$ cat src/hw/sarc_pkg.sv
// package for the converter control block: timing counts, codes, states
// assumes a 10 MHz system clock shared by both ends
package sarc_pkg;
  localparam int CLK_HZ          = 10_000_000;
  localparam int CLK_PERIOD_NS   = 1_000_000_000 / CLK_HZ;
  localparam int DATA_W          = 12;
  localparam int CONV_PULSE_NS   = 40;
  localparam int CONV_PULSE_CYC  = (CONV_PULSE_NS + CLK_PERIOD_NS - 1) / CLK_PERIOD_NS;
  localparam int DATA_VALID_NS   = 1100;
  localparam int DATA_VALID_CYC  = DATA_VALID_NS / CLK_PERIOD_NS;
  localparam int BUSY_DELAY_NS   = 125;
  localparam int BUSY_DELAY_CYC  = BUSY_DELAY_NS / CLK_PERIOD_NS;
  localparam int CONV_TIME_NS    = 940;
  localparam int CONV_TIME_CYC   = CONV_TIME_NS / CLK_PERIOD_NS;
  localparam int BETWEEN_CONV_NS = 1250;
  localparam int BETWEEN_CONV_CYC = (BETWEEN_CONV_NS + CLK_PERIOD_NS - 1) / CLK_PERIOD_NS;
  localparam int SETUP_NS        = 10;
  localparam int SETUP_CYC       = (SETUP_NS + CLK_PERIOD_NS - 1) / CLK_PERIOD_NS;
  localparam int CNT_W           = 8;
  localparam logic [11:0] CODE_POS_FS = 12'h7FF;
  localparam logic [11:0] CODE_MID    = 12'h000;
  localparam logic [11:0] CODE_M1LSB  = 12'hFFF;
  localparam logic [11:0] CODE_NEG_FS = 12'h800;
  localparam int SAMPLE_FRAC_W   = 12;
  typedef enum logic [1:0] {SARC_IDLE, SARC_ARMED, SARC_CONV} sarc_dev_state_t;
  typedef enum logic [2:0] {SARC_H_IDLE, SARC_H_SETUP, SARC_H_PULSE, SARC_H_WAIT, SARC_H_READ,
                            SARC_H_GAP} sarc_host_state_t;
endpackage

$ cat src/hw/sarc_if.sv
// pins between the converter and its host
// result_bus is read as driven; result_oe is a separate flag that nothing resolves
`timescale 1ns/100ps
`default_nettype none
interface sarc_if;
  logic        cs_n;
  logic        rd_cnv;
  logic        busy_n;
  logic [11:0] result_bus;
  logic        result_oe;
  modport dev  (input cs_n, input rd_cnv, output busy_n, output result_bus, output result_oe);
  modport host (output cs_n, output rd_cnv, input busy_n, input result_bus, input result_oe);
endinterface
`default_nettype wire

$ cat src/hw/sarc_host.sv
// host end: issues converts, reads the word on busy rising
// busy pin passes a three-flop synchroniser; the result bus passes a single register
`timescale 1ns/100ps
`default_nettype none
module sarc_host #(
  parameter int PULSE_CYC = sarc_pkg::CONV_PULSE_CYC,
  parameter int GAP_CYC   = sarc_pkg::BETWEEN_CONV_CYC,
  parameter int SETUP_C   = sarc_pkg::SETUP_CYC
) (
  input  wire logic        CLK_IN,
  input  wire logic        RST_IN,
  sarc_if.host             pins,
  input  wire logic        START_IN,
  input  wire logic        CS_TIED_IN,
  output logic             READY_OUT,
  output logic [11:0]      DATA_OUT,
  output logic             DATA_VALID_OUT
);
  logic [2:0]  bz_sync_r, bz_sync_nxt;
  logic        busy_n_r, busy_n_nxt, busy_prev_r, busy_prev_nxt;
  logic [11:0] dq1_r, dq1_nxt;
  sarc_pkg::sarc_host_state_t st_r, st_nxt;
  logic [sarc_pkg::CNT_W-1:0] cnt_r, cnt_nxt;
  logic        cs_n_r, cs_n_nxt, rc_r, rc_nxt, rdy_r, rdy_nxt, dv_r, dv_nxt;
  logic [11:0] data_r, data_nxt;

  always_comb begin
    bz_sync_nxt   = {bz_sync_r[1:0], pins.busy_n};
    busy_n_nxt    = (bz_sync_r[1] == bz_sync_r[2]) ? bz_sync_r[2] : busy_n_r;
    busy_prev_nxt = busy_n_r;
    dq1_nxt       = pins.result_bus;
  end

  always_comb begin
    st_nxt   = st_r;
    cnt_nxt  = cnt_r + sarc_pkg::CNT_W'(1);
    cs_n_nxt = cs_n_r;
    rc_nxt   = rc_r;
    data_nxt = data_r;
    dv_nxt   = 1'b0;
    rdy_nxt  = 1'b0;
    case (st_r)
      sarc_pkg::SARC_H_IDLE: begin
        cs_n_nxt = !CS_TIED_IN;
        rc_nxt   = 1'b1;
        rdy_nxt  = 1'b1;
        cnt_nxt  = '0;
        if (START_IN) begin
          cs_n_nxt = 1'b0;
          rdy_nxt  = 1'b0;
          st_nxt   = sarc_pkg::SARC_H_SETUP;
        end
      end
      sarc_pkg::SARC_H_SETUP: begin
        if (int'(cnt_r) >= SETUP_C - 1) begin
          rc_nxt  = 1'b0;
          cnt_nxt = '0;
          st_nxt  = sarc_pkg::SARC_H_PULSE;
        end
      end
      sarc_pkg::SARC_H_PULSE: begin
        // held past the synchroniser so the convert is seen
        if (int'(cnt_r) >= PULSE_CYC + 4) begin
          rc_nxt = 1'b1;
          st_nxt = sarc_pkg::SARC_H_WAIT;
        end
      end
      sarc_pkg::SARC_H_WAIT: begin
        // bus left alone until busy rises
        if (busy_n_r && !busy_prev_r) begin
          st_nxt = sarc_pkg::SARC_H_READ;
        end
      end
      sarc_pkg::SARC_H_READ: begin
        if (busy_n_r) begin
          data_nxt = dq1_r;
          dv_nxt   = 1'b1;
          // gap counted from the read, not from the convert pulse
          cnt_nxt  = '0;
          st_nxt   = sarc_pkg::SARC_H_GAP;
        end
      end
      sarc_pkg::SARC_H_GAP: begin
        cs_n_nxt = !CS_TIED_IN;
        if (int'(cnt_r) >= GAP_CYC) begin
          st_nxt = sarc_pkg::SARC_H_IDLE;
        end
      end
      default: begin
        st_nxt = sarc_pkg::SARC_H_IDLE;
      end
    endcase
  end

  always_ff @(posedge CLK_IN) begin
    if (RST_IN) begin
      bz_sync_r   <= 3'h7;
      busy_n_r    <= 1'b1;
      busy_prev_r <= 1'b1;
      dq1_r       <= 12'h000;
      st_r        <= sarc_pkg::SARC_H_IDLE;
      cnt_r       <= '0;
      cs_n_r      <= 1'b1;
      rc_r        <= 1'b1;
      rdy_r       <= 1'b0;
      dv_r        <= 1'b0;
      data_r      <= 12'h000;
    end else begin
      bz_sync_r   <= bz_sync_nxt;
      busy_n_r    <= busy_n_nxt;
      busy_prev_r <= busy_prev_nxt;
      dq1_r       <= dq1_nxt;
      st_r        <= st_nxt;
      cnt_r       <= cnt_nxt;
      cs_n_r      <= cs_n_nxt;
      rc_r        <= rc_nxt;
      rdy_r       <= rdy_nxt;
      dv_r        <= dv_nxt;
      data_r      <= data_nxt;
    end
  end

  assign pins.cs_n      = cs_n_r;
  assign pins.rd_cnv    = rc_r;
  assign READY_OUT      = rdy_r;
  assign DATA_OUT       = data_r;
  assign DATA_VALID_OUT = dv_r;
endmodule
`default_nettype wire

$ cat src/flat_wrapper.sv
// flat-port wrapper written by rule: the top's interface ports become plain ports
module sarc_host_flat 
#(
  parameter int PULSE_CYC = sarc_pkg::CONV_PULSE_CYC,
  parameter int GAP_CYC   = sarc_pkg::BETWEEN_CONV_CYC,
  parameter int SETUP_C   = sarc_pkg::SETUP_CYC
)
  (CLK_IN, RST_IN, START_IN, CS_TIED_IN, READY_OUT, DATA_OUT, DATA_VALID_OUT, pins_cs_n, pins_rd_cnv, pins_busy_n, pins_result_bus, pins_result_oe);
  sarc_if pins_i ();
  input  wire logic CLK_IN;
  input  wire logic RST_IN;
  input  wire logic START_IN;
  input  wire logic CS_TIED_IN;
  output logic READY_OUT;
  output logic [11:0] DATA_OUT;
  output logic DATA_VALID_OUT;
  output wire logic [$bits(pins_i.cs_n)-1:0] pins_cs_n;
  output wire logic [$bits(pins_i.rd_cnv)-1:0] pins_rd_cnv;
  input wire logic [$bits(pins_i.busy_n)-1:0] pins_busy_n;
  input wire logic [$bits(pins_i.result_bus)-1:0] pins_result_bus;
  input wire logic [$bits(pins_i.result_oe)-1:0] pins_result_oe;
  assign pins_cs_n = pins_i.cs_n;
  assign pins_rd_cnv = pins_i.rd_cnv;
  assign pins_i.busy_n = pins_busy_n;
  assign pins_i.result_bus = pins_result_bus;
  assign pins_i.result_oe = pins_result_oe;
  sarc_host #(.PULSE_CYC(PULSE_CYC), .GAP_CYC(GAP_CYC), .SETUP_C(SETUP_C)) u_core (.CLK_IN(CLK_IN), .RST_IN(RST_IN), .pins(pins_i), .START_IN(START_IN), .CS_TIED_IN(CS_TIED_IN), .READY_OUT(READY_OUT), .DATA_OUT(DATA_OUT), .DATA_VALID_OUT(DATA_VALID_OUT));
endmodule
$ cat config.mk
export PLATFORM = sky130hd
export DESIGN_NAME = sarc_host_flat
export DESIGN_NICKNAME = d
export VERILOG_FILES = /design/src/hw/sarc_pkg.sv /design/src/hw/sarc_if.sv /design/src/hw/sarc_host.sv /design/src/flat_wrapper.sv
export SDC_FILE = /design/constraint.sdc
export NUM_CORES = 1
export LEC_CHECK = 0
export ABC_AREA = 0
export BUFFER_PORTS_ARGS = -buffer_cell sky130_fd_sc_hd__buf_2
export CAP_MARGIN = 40
export CORE_MARGIN = 2
export CORE_UTILIZATION = 46
export CTS_CLUSTER_DIAMETER = 80
export DETAILED_ROUTE_END_ITERATION = 8
export GPL_ROUTABILITY_DRIVEN = 0
export PLACE_DENSITY = 0.76
export SETUP_SLACK_MARGIN = 0.5
export SYNTH_ARGS = -nofsm -noshare
export SYNTH_HDL_FRONTEND = slang
export SYNTH_SLANG_ARGS = --single-unit
$ cat constraint.sdc
create_clock -name CLK_IN -period 1.6 [get_ports CLK_IN]
set_input_delay 0.32 -clock CLK_IN [delete_from_list [all_inputs] [get_ports CLK_IN]]
set_output_delay 0.32 -clock CLK_IN [all_outputs]
set_load 0.02 [all_outputs]
==> results.yml <==
routing:
  totalWireLength_mm: 3.48
  ant_nets: 0
  drc: 0
  drt_iter0_drc: 56
  drtPass1Iterations: 6
  wl_per_cell_microns: 12.7
  avgViaCountPerCell: 4.79
  vias: 1308
clock_tree:
  insertion_delay_ns: 0.36
  htree_levels: 2
  path_clk_slew_ns: 0.13
  numCtsBuffers: 5
  cts_root_buffer: "clkbuf_4"
  cts.sink_count: 44
  clk_path_buf_depth: 2
  cts_tree: "built"
  ctsHoldBuffers: 0
grt:
  grt_max_degree: 21
  gr-total-overflow: 0
  grt_pass1_vias: 1263
  antenna_found_initial: 0
  grt_first_pass_wirelength_mm: 5.92
  grtUsageTotal_pct: 19.1
timing:
  layout_worst_path_cycle_share_pct: 86.1
  rsz0062_at_grt: "yes"
  skew_ns: 0.0115
  final_max_slew_viol_count: 0
  final.setup.tns_ns: 0
  setup_viol_count_final: 0
  max_clock_freq_ghz: 0.726
  tightest_slew_ns: 0.396
  max-slew-margin-rel_pct: 73.4
  fin_crit_ns: 1.38
  hold_viol: 0
place:
  hpwl_mm: 2.05
  port_buffers: 32
  placed_cells: 249
floorplanning:
  fp.dieArea_sq_mm: 0.00401
  io_pins: 34
  rows: 21
  initial_core_util_pct: 48.1
  die-width_microns: 63.3
  die_h_microns: 63.3
  core_area_sq_mm: 0.00336
power_and_ir_drop:
  pwr_density_cell_mw_per_mm2: 915
  peakVddDrop_v: 0.000616
  total_power_w: 0.00208
  static-leakage-power_nw: 0.887
min_path:
  hp-class: "input port to flip-flop"
setup_path:
  r2r-start: "u_core.cnt_r[1]"
  cp_max_fo: 2
  path_class: "flip-flop to flip-flop"
  cp-startpoint: "u_core.cnt_r[1]"
  cp_data_arrival_time_ns: 1.64
  reg2reg_to: "u_core.pins.rd_cnv"
  cp-start-kind: "flip-flop"
  r2r_cells: 6
  cp.required_ns: 1.86
  crit_end: "u_core.pins.rd_cnv"
  crit_path_end_kind: "flip-flop"
  r2r_slack_ns: 0.22
yosys:
  yosysTopAreaCell: "dfxtp_1"
  postSynthAreaPerCell_sq_um: 9.35
  synthTopCellsByArea: "dfxtp_1 54%, nand2_1 6.0%, a21oi_1 5.6%"
  synth.distinct_cells: 33
  netlist.area_leader.share_pct: 54.4
  ys_warn_count: 0
  netlist_instances: 173
  synth_area_sq_mm: 0.00162
  ys_seq_area_share_pct: 54.4
  syn_nets: 194
  synth_seq_cells: 44
cells_and_area:
  instances_no_fill: 273
  fin_nets: 247
  drive_gt1_share_pct: 48.0
  mostFrequentLayoutCells: "25 x nand2_1, 22 x dfxtp_1, 21 x buf_6"
  antenna_cells: 0
  fill_cells: 277
  area_growth_pct: 40.7
  final_common_cell: "nand2_1"
outcome:
  status: "finished, final reports clean"
run:
  max_cap_violations: 0
where the power goes:
group	internal, W	total, W	switching [W]
sequential	0.00113	0.00117	0.0000366
combinational	0.000129	0.000237	0.000108
clock	0.000328	0.000675	0.000347
total	0.00159	0.00208	0.000492
worst max-delay path, cell delays in order (launching register included):
cell,delay [ns]
dfxtp_4,0.38
inv_4,0.04
ha_4,0.14
nand2b_4,0.14
a2111oi_4,0.30
and2_4,0.20
o311ai_1,0.07
how the worst min path moves through the flow:
| stage | startpoint | end | cells past startpoint |
|---|---|---|---|
| finish | pins_busy_n | u_core.bz_sync_r[0] | 2 |
| global route | CS_TIED_IN | u_core.pins.cs_n | 2 |
| CTS | pins_busy_n | u_core.bz_sync_r[0] | 2 |
| detailed placement | u_core.bz_sync_r[0] | u_core.bz_sync_r[1] | 1 |
| global placement | u_core.bz_sync_r[0] | u_core.bz_sync_r[1] | 1 |
| floorplan | u_core.bz_sync_r[0] | u_core.bz_sync_r[1] | 1 |
layer usage:
metal / up-vias / GRT usage, % / share of wire, %
met2: 29 / 28.5 / 49
li1: 678 / - / -
met4: 0 / 8.97 / 1.6
met3: 5 / 4.64 / 4.1
met1: 596 / 26.0 / 45
met5: - / 0 / 0
stage by stage:
step                      worst slack [ns]  area [sq um]  util, %  hold slack (ns)
after floorplan                      0.273          1640        -            0.389
after global placement               0.213          1860     55.2            0.392
after detailed placement             0.190          1860     55.2            0.401
after CTS                            0.221          2190     65.1            0.131
after global routing                 0.160          2280     67.7            0.127
final                                0.222          2280     67.7            0.135
logic make-up (layout without fill, tap and decap cells):
family | Yosys count | in the layout | share of synthesized area (%)
simple gates | 76 | 76 | 23.7
flops | 44 | 44 | 54.4
compound gates | 30 | 30 | 11.7
buf+inv | 13 | 67 | 4.10
xor+xnor | 7 | 7 | 3.79
fa+ha+maj | 3 | 3 | 2.32
state kept, by name, indices dropped and copies added (netlist names):
name	cells
u_core.busy_prev_r	1
u_core.st_r	3
u_core.pins.cs_n	1
u_core.bz_sync_r	3
u_core.busy_n_r	1
u_core.dq1_r	12
u_core.DATA_VALID_OUT	1
u_core.READY_OUT	1
u_core.pins.rd_cnv	1
u_core.cnt_r	8
u_core.DATA_OUT	12
cells in the mapped netlist:
cell / number
nor4b_1: 1
a21oi_1: 18
clkbuf_1: 3
dfxtp_1: 44
buf_4: 2
xnor2_1: 2
and2_1: 2
a21boi_0: 1
inv_1: 5
xor2_1: 5
o22a_1: 1
a31oi_1: 1
ha_1: 3
nor2_2: 1
nand4_1: 3
nor4_1: 2
nor3_1: 2
and3_1: 1
or2_2: 4
nand2b_1: 3
a2111oi_4: 1
nand2b_4: 1
o21ai_0: 4
nand2_1: 26
nor2_1: 12
o311ai_1: 2
nand3_1: 4
or3_1: 1
o21ai_1: 1
buf_6: 1
buf_2: 2
nor2b_1: 13
o22ai_1: 1
cell type report:
cell class,count,area (sq um),share of cell area [%]
Tap cell,46,57.6,2.53
Multi-Input combinational cell,116,758,33.3
Inverter,5,21.3,0.935
Clock buffer,6,41.3,1.81
Timing Repair Buffer,54,444,19.5
Sequential cell,44,918,40.4
Clock inverter,2,35.0,1.54
timing repair:
item | 4_1_cts | 5_1_grt
buffers inserted | 9 | 6
endpoints found under the setup margin | 41 | 42
pin swaps | 9 | 3
gates cloned | 1 | 0
hold endpoints to repair | 0 | 0
gates resized for setup | 69 | 15
(Power assumes the default switching activity.)
